## config.mk

```make
export PLATFORM = sky130hd
export DESIGN_NAME = qpot_host_flat
export DESIGN_NICKNAME = d
export VERILOG_FILES = /design/src/qpot_pkg.sv /design/src/qpot_if.sv /design/src/qpot_host.sv /design/src/flat_wrapper.sv
export SDC_FILE = /design/constraint.sdc
export NUM_CORES = 1
export LEC_CHECK = 0
export BUFFER_PORTS_ARGS = -buffer_cell sky130_fd_sc_hd__buf_2
export CORE_UTILIZATION = 40
export DETAILED_ROUTE_END_ITERATION = 6
export SLEW_MARGIN = 20
export SYNTH_ARGS = -nofsm -noshare
export SYNTH_HDL_FRONTEND = slang
export SYNTH_SLANG_ARGS = --single-unit
```

## constraint.sdc

```tcl
create_clock -name clk -period 6 [get_ports clk]
set_input_delay 0.3 -clock clk [delete_from_list [all_inputs] [get_ports clk]]
set_output_delay 0.3 -clock clk [all_outputs]
set_load 0.02 [all_outputs]
```

## src/qpot_pkg.sv

```systemverilog
// Constants, opcodes and register map shared by both ends of the quad
// potentiometer serial link.
// Assumes a 100 MHz system clock on both ends.
package qpot_pkg;

   // ****************************************************************
   // Frame layout and opcodes
   // ****************************************************************
   localparam logic [3:0] QP_DEV_TYPE = 4'h5;
   localparam logic [3:0] QP_OP_W2D = 4'hE;
   localparam logic [3:0] QP_OP_STEP = 4'h2;
   localparam logic [3:0] QP_OP_GD2W = 4'h1;
   localparam logic [3:0] QP_OP_GW2D = 4'h8;
   localparam logic [3:0] QP_OP_STAT = 4'h5;
   localparam logic [3:0] QP_STAT_TAIL = 4'h1;
   localparam logic [4:0] QP_HDR_BITS = 5'h10;
   localparam logic [8:0] QP_BYTE_BITS = 9'h008;
   localparam int QP_NPOT = 4;

   // ****************************************************************
   // Timing
   // ****************************************************************
   localparam int QP_CLK_NS = 10;
   localparam int QP_SCK_PERIOD_NS = 160;
   localparam int QP_LEAD_NS = 250;
   localparam int QP_LAG_NS = 250;
   localparam int QP_SCK_HALF_CYC = QP_SCK_PERIOD_NS / 2 / QP_CLK_NS;
   localparam int QP_LEAD_CYC = (QP_LEAD_NS + QP_CLK_NS - 1) / QP_CLK_NS;
   localparam int QP_LAG_CYC = (QP_LAG_NS + QP_CLK_NS - 1) / QP_CLK_NS;
   localparam int QP_NV_WRITE_CYC = 1000;

   // ****************************************************************
   // Controller registers
   // ****************************************************************
   localparam logic [11:0] QP_REG_CMD = 12'h000;
   localparam logic [11:0] QP_REG_STATUS = 12'h004;
   localparam logic [11:0] QP_REG_IRQ_STAT = 12'h008;
   localparam logic [11:0] QP_REG_IRQ_MASK = 12'h00C;
   localparam int QP_CMD_OP_POS = 0;
   localparam int QP_CMD_SLOT_POS = 4;
   localparam int QP_CMD_POT_POS = 6;
   localparam int QP_CMD_ADDR_POS = 8;
   localparam int QP_CMD_DIR_POS = 10;
   localparam int QP_CMD_STEPS_POS = 16;
   localparam logic [23:0] QP_CMD_RESET = 24'h000000;
   localparam logic [1:0] QP_IRQ_RESET = 2'h0;

   typedef enum logic [2:0] {
      QP_CMD_W2D, QP_CMD_STEP, QP_CMD_GD2W, QP_CMD_GW2D, QP_CMD_STAT
   } qpot_cmd_t;

endpackage

```

## src/qpot_if.sv

```systemverilog
// Serial link between the potentiometer device and its controller.
// Assumes the testbench joins both modports; only the device drives so.
`timescale 1ns/1ps
interface qpot_if;
   logic cs_n;
   logic sck;
   logic si;
   logic so;
   logic so_oe;

   modport dev (input cs_n, input sck, input si, output so, output so_oe);
   modport host (output cs_n, output sck, output si, input so,
      input so_oe);
endinterface

```

## src/qpot_host.sv

```systemverilog
// Controller end: software orders frames over APB and the controller
// drives the serial link, generating the serial clock by a divider.
// Assumes a single 100 MHz clock and an APB master on the same clock.
//
// The implementer's own choices: the register addresses and the APB slave port.
`timescale 1ns/1ps

// Functional notes
// Frame: type id, two zeros, address bits.
// Master sends device address in first byte.
// Wiper-to-stored copy: opcode 1110, slot, pot.
// Step opcode 0010, then one direction bit per clock.
// Step bit high increments, low decrements.
// Global stored-to-wiper: opcode 0001, slot, zeros.
// Global wiper-to-stored: opcode 1000, slot, zeros.
// Status read returns seven zeros then busy flag.
module qpot_host
   import qpot_pkg::*;
(
   input wire logic clk,
   input wire logic reset,
   input wire logic [11:0] paddr,
   input wire logic psel,
   input wire logic penable,
   input wire logic pwrite,
   input wire logic [31:0] pwdata,
   output logic [31:0] prdata,
   output logic pready,
   output logic pslverr,
   output logic irq,
   qpot_if.host spi
);

   // ****************************************************************
   // Header construction
   // ****************************************************************
   function automatic logic [7:0] instr_byte(input logic [2:0] cmd,
      input logic [1:0] slot, input logic [1:0] pot);
      logic [7:0] b;
      b = {QP_OP_STAT, QP_STAT_TAIL};
      case (qpot_cmd_t'(cmd))
         QP_CMD_W2D: b = {QP_OP_W2D, slot, pot};
         QP_CMD_STEP: b = {QP_OP_STEP, 2'b00, pot};
         QP_CMD_GD2W: b = {QP_OP_GD2W, slot, 2'b00};
         QP_CMD_GW2D: b = {QP_OP_GW2D, slot, 2'b00};
         default: b = {QP_OP_STAT, QP_STAT_TAIL};
      endcase
      return b;
   endfunction

   typedef enum logic [2:0] {
      H_IDLE, H_LEAD, H_LOW, H_HIGH, H_LAG, H_GAP
   } qpot_hst_t;

   logic [23:0] cmd_reg;
   logic [1:0] irq_stat;
   logic [1:0] irq_mask;
   logic [7:0] rx;
   logic busy;
   qpot_hst_t state;
   logic [7:0] timer;
   logic [8:0] idx;
   logic [8:0] nbits;
   logic [15:0] hdr;
   logic dir;
   logic is_stat;
   logic done_p;
   logic so_s1;
   logic so_s2;

   // ****************************************************************
   // APB slave
   // ****************************************************************
   wire setup = psel && !penable;
   wire acc = psel && penable;
   wire sel_cmd = (paddr == QP_REG_CMD);
   wire sel_stat = (paddr == QP_REG_STATUS);
   wire sel_is = (paddr == QP_REG_IRQ_STAT);
   wire sel_im = (paddr == QP_REG_IRQ_MASK);
   wire mapped = sel_cmd || sel_stat || sel_is || sel_im;
   wire wr = acc && pwrite && mapped;
   wire start = wr && sel_cmd && !busy;
   wire [2:0] c_op = pwdata[QP_CMD_OP_POS +: 3];
   wire [1:0] c_slot = pwdata[QP_CMD_SLOT_POS +: 2];
   wire [1:0] c_pot = pwdata[QP_CMD_POT_POS +: 2];
   wire [1:0] c_addr = pwdata[QP_CMD_ADDR_POS +: 2];
   wire [7:0] c_steps = pwdata[QP_CMD_STEPS_POS +: 8];
   wire c_is_step = (qpot_cmd_t'(c_op) == QP_CMD_STEP);
   wire c_is_stat = (qpot_cmd_t'(c_op) == QP_CMD_STAT);
   wire [31:0] rd_mux = sel_cmd ? {8'h00, cmd_reg} :
      sel_stat ? {22'h0, rx, rx[0], busy} :
      sel_is ? {30'h0, irq_stat} :
      sel_im ? {30'h0, irq_mask} : 32'h00000000;
   wire [1:0] ev = {done_p && is_stat && rx[0], done_p};

   assign pready = 1'b1;
   assign pslverr = acc && !mapped;
   assign irq = |(irq_stat & irq_mask);

   always_ff @(posedge clk) begin
      if (reset) begin
         prdata <= 32'h00000000;
      end else if (setup) begin
         prdata <= rd_mux;
      end
   end

   always_ff @(posedge clk) begin
      if (reset) begin
         cmd_reg <= QP_CMD_RESET;
         irq_mask <= QP_IRQ_RESET;
      end else if (wr) begin
         if (start) begin
            cmd_reg <= pwdata[23:0];
         end
         if (sel_im) begin
            irq_mask <= pwdata[1:0];
         end
      end
   end

   // A new event wins over a clear in the same cycle.
   wire [1:0] clr = (wr && sel_is) ? pwdata[1:0] : 2'b00;

   always_ff @(posedge clk) begin
      if (reset) begin
         irq_stat <= QP_IRQ_RESET;
      end else begin
         irq_stat <= (irq_stat & ~clr) | ev;
      end
   end

   // ****************************************************************
   // Serial data synchroniser
   // ****************************************************************
   always_ff @(posedge clk) begin
      so_s1 <= spi.so;
      so_s2 <= so_s1;
   end

   // ****************************************************************
   // Frame engine
   // ****************************************************************
   wire tmo = (timer == 8'h00);
   wire [8:0] idx_n = idx + 9'h001;
   wire last = (idx_n == nbits);
   wire in_hdr = (idx_n < {4'h0, QP_HDR_BITS});
   wire next_si = in_hdr ? hdr[4'hF - idx_n[3:0]] : dir;

   always_ff @(posedge clk) begin
      if (reset) begin
         state <= H_IDLE;
         timer <= 8'h00;
         idx <= 9'h000;
         nbits <= 9'h000;
         hdr <= 16'h0000;
         dir <= 1'b0;
         is_stat <= 1'b0;
         busy <= 1'b0;
         done_p <= 1'b0;
         rx <= 8'h00;
         spi.cs_n <= 1'b1;
         spi.sck <= 1'b0;
         spi.si <= 1'b0;
      end else begin
         done_p <= 1'b0;
         if (!tmo) begin
            timer <= timer - 8'h01;
         end
         case (state)
            H_IDLE: begin
               if (start) begin
                  hdr <= {QP_DEV_TYPE, 2'b00, c_addr,
                     instr_byte(c_op, c_slot, c_pot)};
                  dir <= pwdata[QP_CMD_DIR_POS];
                  is_stat <= c_is_stat;
                  nbits <= {4'h0, QP_HDR_BITS} +
                     (c_is_step ? {1'b0, c_steps} : 9'h000) +
                     (c_is_stat ? QP_BYTE_BITS : 9'h000);
                  idx <= 9'h000;
                  busy <= 1'b1;
                  spi.cs_n <= 1'b0;
                  spi.si <= QP_DEV_TYPE[3];
                  timer <= 8'(QP_LEAD_CYC - 1);
                  state <= H_LEAD;
               end
            end
            H_LEAD: begin
               if (tmo) begin
                  timer <= 8'(QP_SCK_HALF_CYC - 1);
                  state <= H_LOW;
               end
            end
            H_LOW: begin
               if (tmo) begin
                  spi.sck <= 1'b1;
                  timer <= 8'(QP_SCK_HALF_CYC - 1);
                  state <= H_HIGH;
               end
            end
            H_HIGH: begin
               if (tmo) begin
                  spi.sck <= 1'b0;
                  if (idx >= {4'h0, QP_HDR_BITS}) begin
                     rx <= {rx[6:0], so_s2};
                  end
                  idx <= idx_n;
                  if (last) begin
                     timer <= 8'(QP_LAG_CYC - 1);
                     state <= H_LAG;
                  end else begin
                     spi.si <= next_si;
                     timer <= 8'(QP_SCK_HALF_CYC - 1);
                     state <= H_LOW;
                  end
               end
            end
            H_LAG: begin
               if (tmo) begin
                  spi.cs_n <= 1'b1;
                  spi.si <= 1'b0;
                  timer <= 8'(QP_LEAD_CYC - 1);
                  state <= H_GAP;
               end
            end
            H_GAP: begin
               if (tmo) begin
                  busy <= 1'b0;
                  done_p <= 1'b1;
                  state <= H_IDLE;
               end
            end
            default: begin
               state <= H_IDLE;
            end
         endcase
      end
   end

endmodule

```

## src/flat_wrapper.sv

```systemverilog
// flat-port wrapper written by rule: the top's interface ports become plain ports
module qpot_host_flat import qpot_pkg::*;
  (clk, reset, paddr, psel, penable, pwrite, pwdata, prdata, pready, pslverr, irq, spi_cs_n, spi_sck, spi_si, spi_so, spi_so_oe);
  qpot_if spi_i ();
  input wire logic clk;
  input wire logic reset;
  input wire logic [11:0] paddr;
  input wire logic psel;
  input wire logic penable;
  input wire logic pwrite;
  input wire logic [31:0] pwdata;
  output logic [31:0] prdata;
  output logic pready;
  output logic pslverr;
  output logic irq;
  output wire logic [$bits(spi_i.cs_n)-1:0] spi_cs_n;
  output wire logic [$bits(spi_i.sck)-1:0] spi_sck;
  output wire logic [$bits(spi_i.si)-1:0] spi_si;
  input wire logic [$bits(spi_i.so)-1:0] spi_so;
  input wire logic [$bits(spi_i.so_oe)-1:0] spi_so_oe;
  assign spi_cs_n = spi_i.cs_n;
  assign spi_sck = spi_i.sck;
  assign spi_si = spi_i.si;
  assign spi_i.so = spi_so;
  assign spi_i.so_oe = spi_so_oe;
  qpot_host u_core (.clk(clk), .reset(reset), .paddr(paddr), .psel(psel), .penable(penable), .pwrite(pwrite), .pwdata(pwdata), .prdata(prdata), .pready(pready), .pslverr(pslverr), .irq(irq), .spi(spi_i));
endmodule
```

After elaboration in Yosys (flattened, before gate mapping)

Cells that the tools add are included.

Input port bits: 51
Bits in registers: 117
Logic and storage cells: 130
Output and inout bits: 38

Bitwise gates (word level): 5
Magnitude comparators: 3
Reduce and logical (&&, ||, !) cells: 38
Equal/unequal tests: 20
Multiplexer cells: 40
Add/sub/neg operators: 5

Operators by type and width:

| cell                                                               | count |
|---|---|
| two-way mux 32 bit                                                 | 3 |
| one-hot mux 8 bit (4 select lines)                                 | 2 |
| two-way mux 8 bit                                                  | 6 |
| equality test 12 x 4 -> 1 bit (second input constant)              | 2 |
| two-way mux 3 bit                                                  | 7 |
| two-way mux 9 bit                                                  | 2 |
| one-hot mux 3 bit (6 select lines)                                 | 1 |
| one-hot mux 9 bit (2 select lines)                                 | 1 |
| AND reduction 3 bit                                                | 5 |
| equality test 12 x 3 -> 1 bit (second input constant)              | 1 |
| equality test 3 x 2 -> 1 bit (second input constant)               | 4 |
| logical NOT 12 bit                                                 | 1 |
| inequality test 2 x 1 -> 1 bit (second input constant)             | 6 |
| logical AND 1 bit                                                  | 10 |
| adder 5 x 9 -> 9 bit (first input constant)                        | 1 |
| adder 9 x 1 -> 9 bit (second input constant)                       | 1 |
| adder 9 bit                                                        | 1 |
| equality test 3 bit (second input constant)                        | 3 |
| equality test 9 bit                                                | 1 |
| greater-or-equal comparator 9 x 5 -> 1 bit (second input constant) | 1 |
| less-than comparator 9 x 5 -> 1 bit (second input constant)        | 1 |
| two-way mux 1 bit                                                  | 9 |
| logical NOT 8 bit                                                  | 1 |
| nonzero test 2 bit                                                 | 4 |
| 23 further kinds                                                   | 37 |

Logic depth before layout (Yosys ltp)

Depth after elaboration: 10
Depth in mapped cells: 12
Gate-level depth less buffers: 12

Least setup slack after synthesis

Ideal clock, no wire load.

Path type: register to register
From: register u_core.idx[0]
To: register u_core.timer[3]
Data required time: 5.914 ns
Slack: 3.334 ns
Buffers on the path: 2
Stages on the path, launching flop included: 11
Period minus slack after synthesis: 2.666 ns
Arrival: 2.580 ns
Setup time: 0.086 ns
Path through: dfxtp_1 -> buf_2 -> clkbuf_1 -> inv_1 -> ha_1 -> xor2_1 -> a311oi_1 -> nand4_1 -> or4_1 -> o31a_1 -> a211oi_1

Longest elaborated chain between the ends: 5

Ends and longest elaborated chain:

| what                               | RTL line         | RTL |
|---|---|---|
| start: declaration                 | qpot_host.sv:62  | `logic [8:0] idx;` |
| start signal: assignment           | qpot_host.sv:207 | `idx <= idx_n;` |
| adder 9 x 1 -> 9 bit               | qpot_host.sv:145 | `wire [8:0] idx_n = idx + 9'h001;` |
| equality test 9 bit                | qpot_host.sv:146 | `wire last = (idx_n == nbits);` |
| two-way mux 5 bit                  | qpot_host.sv:208 | `if (last) begin` |
| two-way mux 8 bit                  | qpot_host.sv:202 | `if (tmo) begin` |
| one-hot mux 8 bit (4 select lines) | qpot_host.sv:170 | `case (state)` |
| end signal: assignment             | qpot_host.sv:168 | `timer <= timer - 8'h01;` |
| end signal: assignment             | qpot_host.sv:209 | `timer <= 8'(QP_LAG_CYC - 1);` |
| end signal: assignment             | qpot_host.sv:213 | `timer <= 8'(QP_SCK_HALF_CYC - 1);` |
| end: declaration                   | qpot_host.sv:61  | `logic [7:0] timer;` |

Every way passes these cells.
A chain may end at the register's enable or synchronous reset.

Final worst setup path

From: register u_core.timer[0]
To: register u_core.idx[3]

Longest elaborated chain between the ends: 3

Ends and longest elaborated chain:

| what                                            | RTL line         | RTL |
|---|---|---|
| start signal: assignment                        | qpot_host.sv:168 |  |
| start signal: assignment                        | qpot_host.sv:184 | `timer <= 8'(QP_LEAD_CYC - 1);` |
| start signal: assignment                        | qpot_host.sv:190 | `timer <= 8'(QP_SCK_HALF_CYC - 1);` |
| logical NOT 8 bit                               | qpot_host.sv:144 | `wire tmo = (timer == 8'h00);` |
| inequality test 2 x 1 -> 1 bit (no source line) | --               |  |
| AND reduction 3 bit (no source line)            | --               |  |

Every way passes these cells.

==> summary.txt <==
Run status
  – Outcome: finished, final reports clean

Final layout
  – Fill cell count: 1,326
  – Antenna Cells: 0
  – Layout cells sized above 1: 16.3%
  – Final nets: 742
  – Synth-to-layout area growth: 12.1%

Routing
  – Total number of vias: 4,681
  – DR WL/cell: 14.9 µm
  – Routed WL: 12,900 µm
  – Max layer used: met4
  – Post-DRT Antenna Nets: 0
  – DRC Markers: 0
  – M1 wire length: 6070 µm
  – DR iter-0 viols: 242
  – Met2 wire len: 5990 µm
  – Met3 wire len: 589 µm
  – Vias per inst: 5.44
  – DR pass1 iterations: 5

Setup path
  – Crit path kind: flop to flop
  – Largest stage delay, worst path: 0.81 ns
  – CP top delay family: simple AND/OR/NAND/NOR gates
  – WP data required: 6.20 ns
  – Crit-path cells: inv_1, ha_1, or4b_1, nor2_2, nand3_1, a21oi_1, a21bo_2, a21oi_1
  – Critical path buffers and inverters: 1
  – Critical-path top delay cell: a21oi_1
  – Setup crit end kind: flop
  – CP Launch Type: flop
  – Top cell by count, worst path: a21oi_1
  – Crit-path max FO: 16
  – Crit path DAT: 3.42 ns

Yosys
  – Synth Warn #: 0
  – Fraction of registers with async set/reset: 0%
  – Syn_area_per_cell: 8.07 µm²
  – Ys flop type: dfxtp_1
  – Sequential share of the synthesized area: 41.5%
  – Synthesized flop and latch total: 109
  – Post-synth EDFFs: 0
  – Unique cell type count in the Yosys netlist: 63
  – Synthesized cell area: 0.00526 mm²
  – Synth Instances: 652

Clocking
  – Max clock buf depth: 2
  – Num CTS Buffers: 9
  – Clock transition at the registers of the reported paths: 0.08 ns
  – Cts repair resizes: 0
  – CTS tree: done
  – Root Driver: clkbuf_16
  – CTS Hold Buffers Added: 0
  – Clock Latency Late Sink: 0.36 ns
  – CTS sink count: 109
  – Post-CTS setup repair buffer count: 0
  – H-tree lvl count: 3

Place
  – Routability cong.: 0.849
  – Post-placement setup slack: 2.47 ns
  – Final HPWL from detailed placement: 8790 µm
  – Buffers on Ports: 70

Floorplan
  – CORE AREA: 0.0127 mm²
  – Starting density of the core: 41.3%
  – Die height: 117 µm
  – Die Width: 117 µm
  – Site Rows: 41
  – Die ar.: 0.0136 mm²
  – IO Pins: 89

Run
  – Maxcap violations: 0

Hold path
  – Hold crit path type: input pin to flop

Timing
  – Slew @ Worst Pin: 1.10 ns
  – Rel. slew slack: 26.5%
  – Final hold vios: 0
  – Fin crit share: 53.7%
  – Setup TNS: 0 ns
  – Slew Limit Fails: 0
  – Clk_skew: 0.0119 ns
  – Final WS setup: 2.78 ns
  – Final min period: 3.22 ns
  – Final setup fails: 0
  – RSZ-0062 raised after global routing: false
  – Peak Freq: 311 MHz

Global routing
  – Vias in the first global route: 4,431
  – Tot GR Track Use: 20.0%
  – GRT Residual Overflow: 0
  – Largest net degree at the start of global routing: 105
  – First-pass GRT wire length: 21,500 µm
  – Initial antenna violation count: 0

Power
  – Power per standard cell area: 272 mW/mm²
  – Leakage Power: 2.21 nW
  – Maximum vdd drop: 0.136 mV
cell families after synthesis:
family	count (synthesis)	share of synthesized area, %
other	2	0.143
muxes	23	5.52
buffers and inverters	76	6.47
DFF	109	41.5
xor gates and xnor gates	14	2.33
adders and majority gates	7	1.67
AOI/OAI and AO/OA	161	19.4
and+or+nand+nor	260	23.0
placed cells by master, fill, tap and decap left out, types with 3 or more instances in the layout:
master,Yosys,layout
clkbuf_16,0,9
nor3b_1,3,3
or4_1,4,4
nor4_1,9,8
conb_1,2,9
inv_1,16,16
a22oi_1,23,23
nand4_1,6,6
mux2i_1,11,11
xnor2_1,9,9
dfxtp_1,109,109
nor2_1,71,71
nand2b_1,5,5
a31oi_1,7,7
o21a_1,5,5
and2_1,4,4
inv_6,0,3
ha_1,7,7
and3_1,5,5
nand2_1,94,94
nor3_1,18,18
nand3_1,19,19
a21oi_1,71,71
mux4_2,4,4
a311oi_1,7,7
buf_2,11,69
a211oi_1,6,6
o21ai_0,20,20
xor2_1,5,5
buf_4,11,4
mux2_2,8,8
or3_1,9,9
worst register-to-register path: stages (launching register included):
cell	delay, ns
dfxtp_1	0.35
inv_1	0.09
ha_1	0.20
or4b_1	0.52
nor2_2	0.57
nand3_1	0.22
a21oi_1	0.81
a21bo_2	0.25
a21oi_1	0.06
synth_stat cells (3+ instances only):
cell type | number | area, µm²
nand2b_1 | 5 | 31.3
buf_4 | 11 | 82.6
mux2i_1 | 11 | 110
xor2_1 | 5 | 43.8
o21ai_0 | 20 | 100
nor4_1 | 9 | 56.3
dfxtp_1 | 109 | 2180
nand4_1 | 6 | 37.5
xnor2_1 | 9 | 78.8
and2_1 | 4 | 25.0
or4_1 | 4 | 30.0
buf_2 | 11 | 55.1
and3_1 | 5 | 31.3
mux2_2 | 8 | 90.1
or3_1 | 9 | 56.3
nand3_1 | 19 | 95.1
clkbuf_1 | 35 | 131
a311oi_1 | 7 | 61.3
a21oi_1 | 71 | 355
nor3b_1 | 3 | 22.5
nand2_1 | 94 | 353
a22oi_1 | 23 | 173
mux4_2 | 4 | 90.1
ha_1 | 7 | 87.6
nor3_1 | 18 | 90.1
o21a_1 | 5 | 37.5
nor2_1 | 71 | 267
a211oi_1 | 6 | 45.0
inv_1 | 16 | 60.1
a31oi_1 | 7 | 43.8
final timing paths:
kind | from | endpoint | slack [ns] | depth (start not counted)
setup / recovery | u_core.timer[0] | u_core.idx[3] | 2.78 | 8
hold / removal | spi_so | u_core.so_s1 | 0.04 | 1
setup reg to reg | u_core.timer[0] | u_core.idx[3] | 2.78 | 8
hold reg to reg | u_core.so_s1 | u_core.so_s2 | 0.33 | 0
through the flow:
step	cell area [µm²]	instances	util, %	hold slack, ns	total power [mW]
3_5_place_dp	5610	845	44.1	0.316	1.03
5_1_grt	5900	861	46.4	0.0309	1.68
6_report	5900	861	46.4	0.0435	1.61
3_3_place_gp	5610	845	44.1	0.312	1.02
4_1_cts	5900	861	46.4	0.0325	1.62
2_1_floorplan	5290	659	-	0.310	0.972
layout make-up:
| cell class | count | area (µm²) | share of cell area [%] |
|---|---|---|---|
| Tap cell | 172 | 215 | 3.65 |
| Timing Repair Buffer | 73 | 375 | 6.36 |
| Sequential cell | 109 | 2180 | 37.0 |
| Clock inverter | 5 | 48.8 | 0.827 |
| Multi-Input combinational cell | 474 | 2770 | 47.0 |
| Inverter | 17 | 63.8 | 1.08 |
| Clock buffer | 11 | 243 | 4.12 |
report_power, final:
group	switching [mW]	internal (mW)
sequential	0.0172	0.743
combinational	0.157	0.0951
clock	0.290	0.304
routing by layer:
layer / up-vias / GRT usage, %
li1: 2346 / -
met1: 2202 / 26.8
met2: 121 / 32.0
met3: 12 / 3.22
met4: 0 / 8.44
met5: - / 0
No activity file was read; power rests on OpenSTA's default activity.
